`config.mk`:
```
export PLATFORM = sky130hd
export DESIGN_NAME = rtc_status_and_alarm_irq
export DESIGN_NICKNAME = d
export VERILOG_FILES = /design/src/pkg/rtc_irq_pkg.sv /design/src/pkg/flag_if.sv /design/src/rtl/rtc_status_and_alarm_irq.sv /design/src/rtl/irq_flag_bank.sv
export SDC_FILE = /design/constraint.sdc
export NUM_CORES = 1
export LEC_CHECK = 0
export BUFFER_PORTS_ARGS = -buffer_cell sky130_fd_sc_hd__buf_2
export CAP_MARGIN = 10
export CORE_MARGIN = 4
export CORE_UTILIZATION = 40
export CTS_CLUSTER_SIZE = 20
export DETAILED_ROUTE_END_ITERATION = 10
export PLACE_DENSITY = 0.61
export SYNTH_ARGS = -nofsm -noshare
export SYNTH_HDL_FRONTEND = slang
export SYNTH_SLANG_ARGS = --single-unit
```
`constraint.sdc`:
```
create_clock -name CORE_CLK_IN -period 2.6 [get_ports CORE_CLK_IN]
set_input_delay 0.13 -clock CORE_CLK_IN [delete_from_list [all_inputs] [get_ports CORE_CLK_IN]]
set_output_delay 0.13 -clock CORE_CLK_IN [all_outputs]
set_load 0.01 [all_outputs]
```
`src/pkg/rtc_irq_pkg.sv`:
```
// Purpose: constants for the rtc supervisory and alarm interrupt block
// Assumes: register port carries 4-bit address, 8-bit data
// Notes:   timing counts derived from the 100 MHz core clock
package rtc_irq_pkg;
  // ----------------------------------------------------------------
  // register map
  // ----------------------------------------------------------------
  localparam logic [3:0] ADDR_INT_EN_CTRL  = 4'he;
  localparam logic [3:0] ADDR_STATUS_CTRL  = 4'hf;
  localparam logic [3:0] ADDR_ADJUST       = 4'h7;
  // interrupt_enable_control fields
  localparam int WEEKLY_EN_BIT   = 7;
  localparam int DAILY_EN_BIT    = 6;
  localparam int HOUR_FMT_BIT    = 5;
  localparam int CLK_DIS_B_BIT   = 4;
  localparam int TEST_BIT        = 3;
  localparam int PSEL_HI         = 2;
  // status_flag_control fields
  localparam int THR_SEL_BIT     = 7;
  localparam int LOW_SUPPLY_BIT  = 6;
  localparam int OSC_RUN_BIT     = 5;
  localparam int PWR_UP_BIT      = 4;
  localparam int CLK_DIS_A_BIT   = 3;
  localparam int PERIODIC_BIT    = 2;
  localparam int WEEKLY_FLAG_BIT = 1;
  localparam int DAILY_FLAG_BIT  = 0;
  localparam logic [7:0] CLEARED_VALUE   = 8'h00;
  localparam logic [7:0] STATUS_PWR_UP   = 8'h10;
  // ----------------------------------------------------------------
  // periodic select encodings
  // ----------------------------------------------------------------
  localparam logic [2:0] PSEL_OFF     = 3'h0;
  localparam logic [2:0] PSEL_LOW     = 3'h1;
  localparam logic [2:0] PSEL_2HZ     = 3'h2;
  localparam logic [2:0] PSEL_1HZ     = 3'h3;
  localparam logic [2:0] PSEL_SECOND  = 3'h4;
  localparam logic [2:0] PSEL_MINUTE  = 3'h5;
  localparam logic [2:0] PSEL_HOUR    = 3'h6;
  localparam logic [2:0] PSEL_MONTH   = 3'h7;
  // ----------------------------------------------------------------
  // timing
  // ----------------------------------------------------------------
  localparam int CLK_PERIOD_PS     = 10000;
  localparam int SAMPLE_TIME_US10  = 78;    // 7.8 ms in units of 0.1 ms
  // divide first: the plain product would overflow a 32-bit int
  localparam int SAMPLE_CYCLES     = SAMPLE_TIME_US10 * (100000000 / CLK_PERIOD_PS);
  typedef enum logic [1:0] {MON_IDLE, MON_SAMPLE, MON_HOLD} monitor_state_t;
endpackage : rtc_irq_pkg

```
`src/pkg/flag_if.sv`:
```
// Purpose: carries flag set and clear strobes to the flag bank
// Assumes: single clock domain
// Notes:   one bit per sticky flag
`timescale 1ns/1ps
`default_nettype none
interface flag_if;
  logic [2:0] set;
  logic [2:0] clr;
  logic [2:0] flags;
  modport ctrl (output set, output clr, input flags);
  modport bank (input set, input clr, output flags);
endinterface : flag_if
`default_nettype wire

```
`src/rtl/rtc_status_and_alarm_irq.sv`:
```
// Purpose: supervisory bits and alarm/periodic interrupt pins of an rtc
// Assumes: time tick and match inputs come from the timekeeping logic
// Notes:   interrupt pins are open drain, drive and enable for each pin, plus a spare output on pin a
//
// Summary of operation
// RL1 - rise from zero volts clears both control registers and adjustment register
// RL2 - threshold select 0 picks 2.1 V compare, 1 picks 1.3 V
// RL3 - status register holds power-up D4, oscillator D5, low supply D6
// RL4 - power-up and low-supply active high; oscillator bit low means halted
// RL5 - power-up and low-supply clear-only; oscillator bit takes 0 and 1
// RL6 - power-up from zero sets power-up flag, clears low-supply flag
// RL7 - oscillator stop drives oscillator bit low until software writes it
// RL8 - while power-up flag is 1, listed control bits and flags held zero
// RL9 - supply sampled 7.8 ms each second; below threshold sets low-supply
// RL10 - sampling stops while low-supply set, resumes after software clears it
// RL11 - weekly alarm on day-hour-minute match, daily on hour-minute match
// RL12 - weekly alarm on pin b; daily and periodic on pin a, low
// RL13 - periodic output is pulse train or level, chosen by select
// RL14 - status register holds daily D0, weekly D1, periodic D2 flags
// RL15 - control register holds weekly D7, daily D6, select D2..D0
// RL16 - all enables zero after power-on leaves both pins released
// RL17 - pin a low while daily alarm or periodic source asserts
// RL18 - software reads daily and periodic flags to find pin a source
// RL19 - alarm enable 1 arms its circuit, 0 disables it
// RL20 - writing 1 to alarm flag does nothing; 0 clears and releases pin
// RL21 - clearing alarm flag keeps enable; alarm fires at next match
// RL22 - select codes: off, low, 2 Hz, 1 Hz, second, minute, hour, month
// RL23 - level mode pulls pin a low until periodic flag cleared
// RL24 - alarm flag set in same cycle pin asserts
`timescale 1ns/1ps
`default_nettype none
module rtc_status_and_alarm_irq
  import rtc_irq_pkg::*;
(
  input  wire logic       CORE_CLK_IN,
  input  wire logic       RESET_IN,
  input  wire logic       POWER_FROM_ZERO_IN,
  input  wire logic       OSC_STOPPED_IN,
  input  wire logic       SECOND_TICK_IN,
  input  wire logic       HALF_SECOND_PHASE_IN,
  input  wire logic       MINUTE_TICK_IN,
  input  wire logic       HOUR_TICK_IN,
  input  wire logic       MONTH_TICK_IN,
  input  wire logic       WEEKLY_MATCH_IN,
  input  wire logic       DAILY_MATCH_IN,
  input  wire logic       BELOW_2V1_IN,
  input  wire logic       BELOW_1V3_IN,
  input  wire logic [3:0] REG_ADDR_IN,
  input  wire logic [7:0] REG_WDATA_IN,
  input  wire logic       REG_WRITE_IN,
  output logic      [7:0] REG_RDATA_OUT,
  output logic            SAMPLE_ENABLE_OUT,
  output logic            IRQ_A_IN_UNUSED_OUT,
  output logic            IRQ_OUT_A_OUT,
  output logic            IRQ_OUT_A_OE_OUT,
  output logic            IRQ_OUT_B_OUT,
  output logic            IRQ_OUT_B_OE_OUT,
  output logic      [7:0] ADJUST_OUT
);
  // ----------------------------------------------------------------
  // registers
  // ----------------------------------------------------------------
  logic [7:0]      ctrl_q;
  logic [7:0]      ctrl_d;
  logic [7:0]      adj_q;
  logic [7:0]      adj_d;
  logic            pwr_up_q;
  logic            low_supply_q;
  logic            osc_run_q;
  logic            thr_sel_q;
  logic            clk_dis_a_q;
  logic [7:0]      rdata_q;
  logic            sec_cnt_done;
  logic [31:0]     samp_cnt_q;
  monitor_state_t  mon_q;
  monitor_state_t  mon_d;
  flag_if          fl ();

  // ----------------------------------------------------------------
  // address decode
  // ----------------------------------------------------------------
  // shared by the write strobes and the read mux
  function automatic logic addr_is(input logic [3:0] a, input logic [3:0] want);
    return a == want;
  endfunction : addr_is
  wire hit_ctrl   = addr_is(REG_ADDR_IN, ADDR_INT_EN_CTRL);
  wire hit_status = addr_is(REG_ADDR_IN, ADDR_STATUS_CTRL);
  wire hit_adj    = addr_is(REG_ADDR_IN, ADDR_ADJUST);
  wire wr_ctrl    = REG_WRITE_IN && hit_ctrl;
  wire wr_status  = REG_WRITE_IN && hit_status;
  wire wr_adj     = REG_WRITE_IN && hit_adj;
  // RL8 power-up holds cleared
  wire wipe      = pwr_up_q;
  wire [2:0] psel = ctrl_q[PSEL_HI:0];

  // ----------------------------------------------------------------
  // control and adjustment registers
  // ----------------------------------------------------------------
  // RL1 cleared on power rise
  assign ctrl_d = (POWER_FROM_ZERO_IN || wipe) ? CLEARED_VALUE :
                  wr_ctrl ? REG_WDATA_IN : ctrl_q;
  assign adj_d  = (POWER_FROM_ZERO_IN || wipe) ? CLEARED_VALUE :
                  wr_adj ? REG_WDATA_IN : adj_q;
  always_ff @(posedge CORE_CLK_IN) begin
    if (RESET_IN) begin
      ctrl_q <= CLEARED_VALUE;
      adj_q  <= CLEARED_VALUE;
    end else begin
      ctrl_q <= ctrl_d;
      adj_q  <= adj_d;
    end
  end

  // ----------------------------------------------------------------
  // monitor bits
  // ----------------------------------------------------------------
  wire thr_sel_d   = (POWER_FROM_ZERO_IN || wipe) ? 1'b0 :
                     wr_status ? REG_WDATA_IN[THR_SEL_BIT] : thr_sel_q;
  wire clk_dis_a_d = (POWER_FROM_ZERO_IN || wipe) ? 1'b0 :
                     wr_status ? REG_WDATA_IN[CLK_DIS_A_BIT] : clk_dis_a_q;
  // RL2 threshold selection
  wire below_thr   = thr_sel_q ? BELOW_1V3_IN : BELOW_2V1_IN;
  // RL9 sample sets flag
  wire low_set     = (mon_q == MON_SAMPLE) && below_thr && !wipe;
  // RL6 power rise sets flag
  // RL5 clear-only power-up bit
  wire pwr_up_d     = POWER_FROM_ZERO_IN ? 1'b1 :
                      (wr_status && !REG_WDATA_IN[PWR_UP_BIT]) ? 1'b0 : pwr_up_q;
  // RL5 clear-only low-supply, set wins
  wire low_supply_d = (POWER_FROM_ZERO_IN || wipe) ? 1'b0 :
                      low_set ? 1'b1 :
                      (wr_status && !REG_WDATA_IN[LOW_SUPPLY_BIT]) ? 1'b0 :
                      low_supply_q;
  // RL7 halt forces low, holds
  // RL4 osc bit active low
  wire osc_run_d    = OSC_STOPPED_IN ? 1'b0 :
                      wr_status ? REG_WDATA_IN[OSC_RUN_BIT] : osc_run_q;
  // reset counts as a rise from zero, so the power-up flag starts set
  always_ff @(posedge CORE_CLK_IN) begin
    if (RESET_IN) begin
      pwr_up_q     <= 1'b1;
      low_supply_q <= 1'b0;
    end else begin
      pwr_up_q     <= pwr_up_d;
      low_supply_q <= low_supply_d;
    end
  end
  // oscillator bit keeps its value across a rise from zero
  always_ff @(posedge CORE_CLK_IN) begin
    if (RESET_IN) begin
      osc_run_q <= 1'b0;
    end else begin
      osc_run_q <= osc_run_d;
    end
  end
  always_ff @(posedge CORE_CLK_IN) begin
    if (RESET_IN) begin
      thr_sel_q   <= 1'b0;
      clk_dis_a_q <= 1'b0;
    end else begin
      thr_sel_q   <= thr_sel_d;
      clk_dis_a_q <= clk_dis_a_d;
    end
  end

  // ----------------------------------------------------------------
  // supply sampling window
  // ----------------------------------------------------------------
  assign sec_cnt_done = (samp_cnt_q == SAMPLE_CYCLES - 1);
  always_comb begin
    mon_d = mon_q;
    case (mon_q)
      MON_IDLE: begin
        // RL10 no sampling while set
        if (SECOND_TICK_IN && !low_supply_q) begin
          mon_d = MON_SAMPLE;
        end
      end
      MON_SAMPLE: begin
        if (low_set || low_supply_q) begin
          mon_d = MON_HOLD;
        end else if (sec_cnt_done) begin
          mon_d = MON_IDLE;
        end
      end
      MON_HOLD: begin
        if (!low_supply_q) begin
          mon_d = MON_IDLE;
        end
      end
      default: mon_d = MON_IDLE;
    endcase
  end
  always_ff @(posedge CORE_CLK_IN) begin
    if (RESET_IN) begin
      mon_q      <= MON_IDLE;
      samp_cnt_q <= 32'h0;
    end else begin
      mon_q      <= mon_d;
      samp_cnt_q <= (mon_d == MON_SAMPLE && mon_q == MON_SAMPLE) ? samp_cnt_q + 32'h1 : 32'h0;
    end
  end
  // registered copy of the window state, so the pin never glitches
  logic sample_en_q;
  always_ff @(posedge CORE_CLK_IN) begin
    if (RESET_IN) begin
      sample_en_q <= 1'b0;
    end else begin
      sample_en_q <= (mon_d == MON_SAMPLE);
    end
  end
  assign SAMPLE_ENABLE_OUT = sample_en_q;

  // ----------------------------------------------------------------
  // interrupt sources
  // ----------------------------------------------------------------
  // RL19 enable gates alarm
  // RL11 weekly and daily match
  // RL21 enable kept after clear
  wire weekly_hit = ctrl_q[WEEKLY_EN_BIT] && WEEKLY_MATCH_IN;
  wire daily_hit  = ctrl_q[DAILY_EN_BIT] && DAILY_MATCH_IN;
  wire level_mode = psel[2];
  wire [3:0] period_tick = {MONTH_TICK_IN, HOUR_TICK_IN, MINUTE_TICK_IN, SECOND_TICK_IN};
  logic [3:0] period_hit;
  genvar p;
  generate
    // RL22 level-mode period select
    for (p = 0; p < 4; p++) begin : g_period
      // level codes run second, minute, hour, month upward
      assign period_hit[p] = (psel == PSEL_SECOND + 3'(p)) && period_tick[p];
    end
  endgenerate
  wire level_hit  = |period_hit;
  // RL24 flags set with pin
  assign fl.set = {level_hit, weekly_hit, daily_hit} & {3{!wipe}};
  // RL20 write zero clears
  assign fl.clr = {3{wr_status}} & ~REG_WDATA_IN[PERIODIC_BIT:DAILY_FLAG_BIT];
  irq_flag_bank u_flags (
    .clk_in  (CORE_CLK_IN),
    .rst_in  (RESET_IN),
    .wipe_in (wipe),
    .fl      (fl)
  );
  wire daily_flag    = fl.flags[DAILY_FLAG_BIT];
  wire weekly_flag   = fl.flags[WEEKLY_FLAG_BIT];
  wire periodic_flag = fl.flags[PERIODIC_BIT];

  // ----------------------------------------------------------------
  // 1 hz pulse phase
  // ----------------------------------------------------------------
  // toggles on each rise of the 2 hz phase; its alignment to the
  // second tick is fixed only by reset, a known limitation
  logic hz1_low_q;
  logic half_prev_q;
  // previous-phase reset level matches the idle pin, so no false edge
  wire  half_rise = HALF_SECOND_PHASE_IN && !half_prev_q;
  // RL22 half rate of 2 Hz
  wire  hz1_low_d = half_rise ? !hz1_low_q : hz1_low_q;
  always_ff @(posedge CORE_CLK_IN) begin
    if (RESET_IN) begin
      half_prev_q <= 1'b0;
      hz1_low_q   <= 1'b0;
    end else begin
      half_prev_q <= HALF_SECOND_PHASE_IN;
      hz1_low_q   <= hz1_low_d;
    end
  end

  // RL13 pulse or level form
  // RL22 pulse and fixed codes
  logic periodic_low;
  always_comb begin
    case (psel)
      PSEL_OFF: periodic_low = 1'b0;
      PSEL_LOW: periodic_low = 1'b1;
      PSEL_2HZ: periodic_low = HALF_SECOND_PHASE_IN;
      PSEL_1HZ: periodic_low = hz1_low_q;
      default:  periodic_low = level_mode & periodic_flag;
    endcase
  end
  // 2 Hz form follows the timebase phase directly, 1 Hz form a registered toggle of it; neither sets a flag

  // ----------------------------------------------------------------
  // open-drain pins
  // ----------------------------------------------------------------
  // RL23 level held until cleared
  // RL17 pin a is wired-or
  // RL12 sources onto pins
  // RL16 idle pins released
  wire pin_a_low = daily_flag | periodic_low;
  wire pin_b_low = weekly_flag;
  assign IRQ_OUT_A_OUT       = 1'b0;
  assign IRQ_OUT_A_OE_OUT    = pin_a_low;
  assign IRQ_OUT_B_OUT       = 1'b0;
  assign IRQ_OUT_B_OE_OUT    = pin_b_low;
  assign IRQ_A_IN_UNUSED_OUT = 1'b0;
  assign ADJUST_OUT          = adj_q;

  // ----------------------------------------------------------------
  // read path
  // ----------------------------------------------------------------
  // RL3 monitor bit positions
  // RL14 flag bit positions
  wire [7:0] status_view = {thr_sel_q, low_supply_q, osc_run_q, pwr_up_q,
                            clk_dis_a_q, periodic_flag, weekly_flag, daily_flag};
  // RL15 control layout
  wire [7:0] rd_sel = hit_ctrl   ? ctrl_q :
                      hit_status ? status_view :
                      hit_adj    ? adj_q : 8'h00;
  always_ff @(posedge CORE_CLK_IN) begin
    if (RESET_IN) begin
      rdata_q <= 8'h00;
    end else begin
      rdata_q <= rd_sel;
    end
  end
  assign REG_RDATA_OUT = rdata_q;
endmodule : rtc_status_and_alarm_irq
`default_nettype wire

```
`src/rtl/irq_flag_bank.sv`:
```
// Purpose: sticky interrupt flags daily, weekly, periodic
// Assumes: set and clear are one-cycle strobes
// Notes:   a set in the clear cycle wins
`timescale 1ns/1ps
`default_nettype none
module irq_flag_bank (
  input  wire logic clk_in,
  input  wire logic rst_in,
  input  wire logic wipe_in,
  flag_if.bank      fl
);
  logic [2:0] flags_q;
  logic [2:0] flags_d;
  // ----------------------------------------------------------------
  // flag storage
  // ----------------------------------------------------------------
  genvar i;
  generate
    for (i = 0; i < 3; i++) begin : g_flag
      // RL20 zero clears flag
      assign flags_d[i] = fl.set[i] | (flags_q[i] & ~fl.clr[i] & ~wipe_in);
    end
  endgenerate
  always_ff @(posedge clk_in) begin
    if (rst_in) begin
      flags_q <= 3'h0;
    end else begin
      flags_q <= flags_d;
    end
  end
  assign fl.flags = flags_q;
endmodule : irq_flag_bank
`default_nettype wire

```
==> metrics.cfg, run 1 <==
[drt]
avgRoutedWirePerCell_um=13.58
first_pass_iters=6
dr.first_iter.drc_count=93
postRouteAntennaNets=0
drc=0
totalWireLength_mm=6.588
via_per_inst=5.043
detailroute.via_count=2446

[clock_network]
worstSkewPairLatency_ps=330
postCtsSetupBuffers=0
htreeDepth=3
cts-buffers-inserted=9
cts_root_buf=clkbuf_8
cts_tree=built
cts.clk_slew.worst_paths_ps=70
clk_path_buf_depth=2
cts_sinks=69

[setup_path]
end_kind=flop
critPathRequiredTime_ps=2830
worstPathArrival_ps=2610
start_kind=flop
path_max_fanout=9
critical_path_class=reg2reg

[layout]
nNetsFinal=408
layout-drive-gt1-share_pct=18.91
mostFrequentLayoutCell=dfxtp_1
flow.area_growth_from_synthesis_pct=17.99
most-common-layout-cells=69 x dfxtp_1, 68 x nor2_1, 44 x buf_2, 22 x xnor2_1, 20 x nand2_1
n_fill_cell=712
antenna_cells=0

[sta]
setup_slack_ps=217.8
max_slew_margin_pct=55.50
period_share_pct=91.62
min_period_ps=2382
final_max_slew_viol_count=0
setup_violations=0
finalSetupTns_ps=0
fmax_mhz=419.8
grt_setup_unrepaired=false
tightest_slew_ps=667.5
fin_worst_skew_ps=5.653
hold_violations=0

[placed_design]
port_buffers=44
dpl.hpwl_mm=4.742
gp_congestion=0.8325
place_ws_ps=213.3

[global_route]
grt_max_degree=20
grt_pass1_vias=2362
grt_pass1_wl_mm=10.90
grt_usage_pct=15.95
antenna_found_initial=0
grt_overflow=0

[die]
coreArea_um2=7214
start_util_pct=40.96
die_h_um=93.96
top_level_ports=48
die_x_um=93.96
dieArea_um2=8828
rows=31

[logic_synthesis]
synth_cell_types=36
syn_area_um2=2955
postSynthCellCount=332
ys_seq_area_share_pct=46.74
ys_warn_count=0
ys_ff_latch=69
synth_largest_area_cell=dfxtp_1
synth_top_cell_area_share_pct=46.74
synth_area_leaders=dfxtp_1 47%, nor2_1 8.6%, xnor2_1 6.5%
syn_avg_cell_area_um2=8.902

[power]
leakage_nw=1.302
p_per_area_nw_per_um2=583.4
ir_worst_vdd_mv=0.4033

[run]
maxCapViolCount=0

[hold_path]
hold_class=in2reg

[outcome]
status=completed

sequential cells by signal, indices dropped and copies added (netlist names):
signal             flops
u_flags.fl.flags       3
ADJUST_OUT             8
samp_cnt_q            32
hz1_low_q              1
clk_dis_a_q            1
mon_q                  2
half_prev_q            1
REG_RDATA_OUT          8
osc_run_q              1
low_supply_q           1
SAMPLE_ENABLE_OUT      1
thr_sel_q              1
pwr_up_q               1
ctrl_q                 8
per-layer routing:
metal | GRT usage, % | routed length, um | vias to the layer above
li1 | - | - | 1233
met1 | 19.18 | 2987 | 1144
met2 | 25.67 | 3082 | 55
met3 | 4.487 | 335 | 14
met4 | 8.544 | 182 | 0
met5 | 0 | 0 | -
cells by family after synthesis:
| group | Yosys count | share of synthesized area, % |
|---|---|---|
| flip-flops | 69 | 46.74 |
| other | 1 | 0.1269 |
| XOR/XNOR | 32 | 9.483 |
| multiplexers | 21 | 7.578 |
| adder cells (fa/ha/maj) | 1 | 0.4233 |
| buffers and inverters | 24 | 4.191 |
| AND/OR/NAND/NOR | 155 | 25.66 |
| AO/OA/AOI/OAI | 29 | 5.800 |
where the power goes:
part           total [mW]  internal (mW)  switching [mW]
Clock               0.858          0.465           0.393
Combinational       0.102         0.0429          0.0595
Sequential           1.07           1.07         0.00707
Total                2.03           1.58           0.459
worst paths after layout:
kind | start | end | slack (ps) | depth (start not counted)
hold / removal | HALF_SECOND_PHASE_IN | half_prev_q$_SDFF_PP0_ | 30 | 2
setup reg to reg | samp_cnt_q[12]$_SDFF_PP0_ | samp_cnt_q[15]$_SDFF_PP0_ | 220 | 6
setup / recovery | samp_cnt_q[12]$_SDFF_PP0_ | samp_cnt_q[15]$_SDFF_PP0_ | 220 | 6
hold reg to reg | samp_cnt_q[0]$_SDFF_PP0_ | samp_cnt_q[0]$_SDFF_PP0_ | 470 | 1
timing repair:
item,CTS,global route
hold endpoints to repair,2,0
hold buffers,2,0
resized for setup,0,0
cells in the mapped netlist:
cell and number:
nand3_1 13, a21oi_1 14, and4_1 4, conb_1 1
a211o_1 1, inv_1 9, nand3b_1 1, o21ai_0 8
or4_4 1, nand4b_1 1, nand4_1 10, and3_1 3
nand2_1 20, buf_4 3, nor2b_1 3, xnor2_1 22
or2_2 4, mux2_2 1, ha_1 1, or4_1 2
clkbuf_1 8, nor3_1 13, nor3b_1 2, or3_1 1
nor4_1 7, dfxtp_1 69, buf_6 3, nor2_1 68
buf_1 1, xor2_1 10, a311oi_1 1, nor4b_1 1
o221ai_1 5, mux4_2 1, mux2i_1 19, nand4_4 1
cell type report:
class,count,area [um2],area share [%]
multi-input cells,241,1458,41.80
flip-flops and latches,69,1381,39.61
repair buffers,51,290.3,8.324
clock buffers,10,137.6,3.947
well taps,99,123.9,3.552
clock inverters,6,62.56,1.794
inverters,9,33.78,0.9688
worst max-delay path, stage by stage (launching register included):
cell and delay [ps]:
dfxtp_1 350, or4_1 510, or4_1 470, or4_4 530
nand4_4 170, buf_4 190, nor2_1 60
through the flow:
stage                     instances  total power [mW]  hold WS, ps  utilization [%]  cell area, um2
after floorplan                 334             1.158        206.8                -            2963
after global placement          467             1.196        307.6            45.28            3267
after detailed placement        467             1.198        309.5            45.28            3267
after CTS                       485             2.066        18.71            48.34            3487
after global routing            485             2.129        38.33            48.34            3487
final                           485             2.034        34.29            48.34            3487
No activity file was read; power rests on OpenSTA's default activity.
==> inputs of run 2 (changes only) <==
==> constraint.sdc (replaced) <==
create_clock -name CORE_CLK_IN -period 2.8 [get_ports CORE_CLK_IN]
set_input_delay 0.14 -clock CORE_CLK_IN [delete_from_list [all_inputs] [get_ports CORE_CLK_IN]]
set_output_delay 0.14 -clock CORE_CLK_IN [all_outputs]
set_load 0.01 [all_outputs]
==> metrics.cfg, run 2 (synthesis gave the netlist of run 1 again) <==
[die]
top_level_ports=48
die_x_um=93.96
coreArea_um2=7214
die_h_um=93.96
rows=31
dieArea_um2=8828
start_util_pct=40.96

[drt]
dr.first_iter.drc_count=91
avgRoutedWirePerCell_um=13.83
first_pass_iters=5
drc=0
postRouteAntennaNets=0
totalWireLength_mm=6.654
detailroute.via_count=2483
via_per_inst=5.162

[run]
maxCapViolCount=0

[layout]
flow.area_growth_from_synthesis_pct=17.40
antenna_cells=0
final_area_um2=3470
layout-drive-gt1-share_pct=17.80
most-common-layout-cells=69 x dfxtp_1, 68 x nor2_1, 44 x buf_2, 22 x xnor2_1, 20 x nand2_1
largest_reg_flops=32
nNetsFinal=404
mostFrequentLayoutCell=dfxtp_1
top_register=samp_cnt_q

[outcome]
status=completed

[setup_path]
start_kind=flop
end_kind=flop
critical_path_class=reg2reg
worstPathArrival_ps=2670
rrSetupSlack_ps=340
critPathRequiredTime_ps=3010
path_max_fanout=34

[sta]
final_max_slew_viol_count=0
tightest_slew_ps=677.9
fmax_mhz=406.5
finalSetupTns_ps=0
max_slew_margin_pct=54.39
setup_violations=0
grt_setup_unrepaired=false
period_share_pct=87.85
fin_worst_skew_ps=9.421
hold_violations=0
min_period_ps=2460

[clock_network]
cts-buffers-inserted=9
cts.clk_slew.worst_paths_ps=70
cts_tree=built
clk_path_buf_depth=2
htreeDepth=3
postCtsSetupBuffers=0
cts_sinks=69
worstSkewPairLatency_ps=350
cts_root_buf=clkbuf_8

[placed_design]
place_area_um2=3224
gp_congestion=0.8107
dpl.hpwl_mm=4.707
port_buffers=44

[hold_path]
hold_class=in2reg

[global_route]
grt_pass1_wl_mm=11.31
antenna_found_initial=0
grt_usage_pct=16.49
grt_max_degree=35
grt_pass1_vias=2458
grt_overflow=0

[power]
ir_worst_vdd_mv=0.3897
power_frac_comb_pct=4.4
p_per_area_nw_per_um2=575.6
power_frac_clock_pct=45.6
cellInternalPower_mw=1.573
pwr-share-seq_pct=50.0
leakage_nw=1.298
netSwitchingFraction_pct=21.22
net-switching-power_uw=423.9

-- run 2: critical path: stages, from the launching register on --
cell,delay (ps)
dfxtp_1,340
or4_1,510
or4_1,480
or4_4,540
nand4_4,360
nand2_1,100
-- run 2: layer usage --
| metal | global-route usage (%) | part of all wire [%] |
|---|---|---|
| met5 | 0 | 0 |
| met4 | 8.664 | 2.8 |
| met3 | 5.128 | 5.2 |
| met2 | 26.20 | 47 |
| met1 | 19.89 | 45 |
-- run 2: worst paths after layout --
path	start	end	cells past startpoint
worst max register to register	samp_cnt_q[12]$_SDFF_PP0_	mon_q[0]$_SDFF_PP0_	5
worst min register to register	ctrl_q[6]$_SDFFE_PP0P_	u_flags.fl.flags[0]$_SDFF_PP0_	2
worst max-delay path	samp_cnt_q[12]$_SDFF_PP0_	mon_q[0]$_SDFF_PP0_	5
worst min-delay path	HALF_SECOND_PHASE_IN	half_prev_q$_SDFF_PP0_	2
-- run 2: final cells by class --
class	count	area (um2)
Clock inverter	4	70.07
Sequential cell	69	1381
Clock buffer	12	155.1
Multi-Input combinational cell	241	1458
Inverter	9	33.78
Timing Repair Buffer	47	247.7
Fill cell	769	3745
Tap cell	99	123.9
-- run 2: repair_timing --
| item | in CTS | in global routing |
|---|---|---|
| gates resized for setup | 0 | 0 |
| hold buffers | 2 | 0 |
| endpoints found under the hold margin | 2 | 0 |
-- run 2: stage by stage --
step	power, mW	util (%)	hold slack [ps]	setup WS [ps]	instances
2_1_floorplan	1.075	-	216.8	563.9	334
3_3_place_gp	1.105	44.69	316.9	372.2	463
3_5_place_dp	1.107	44.69	324.3	325.0	463
4_1_cts	2.024	48.09	35.06	319.4	481
5_1_grt	2.084	48.09	35.53	193.5	481
6_report	1.997	48.09	50.46	340.1	481
-- run 2: power by group through the flow --
stage,clock network (mW),registers [mW],logic (mW)
2_1_floorplan,0,1.02,0.0535
3_3_place_gp,0,1.02,0.0852
3_5_place_dp,0,1.02,0.0862
4_1_cts,0.937,0.998,0.0888
5_1_grt,0.986,0.999,0.0989
6_report,0.911,0.998,0.0882
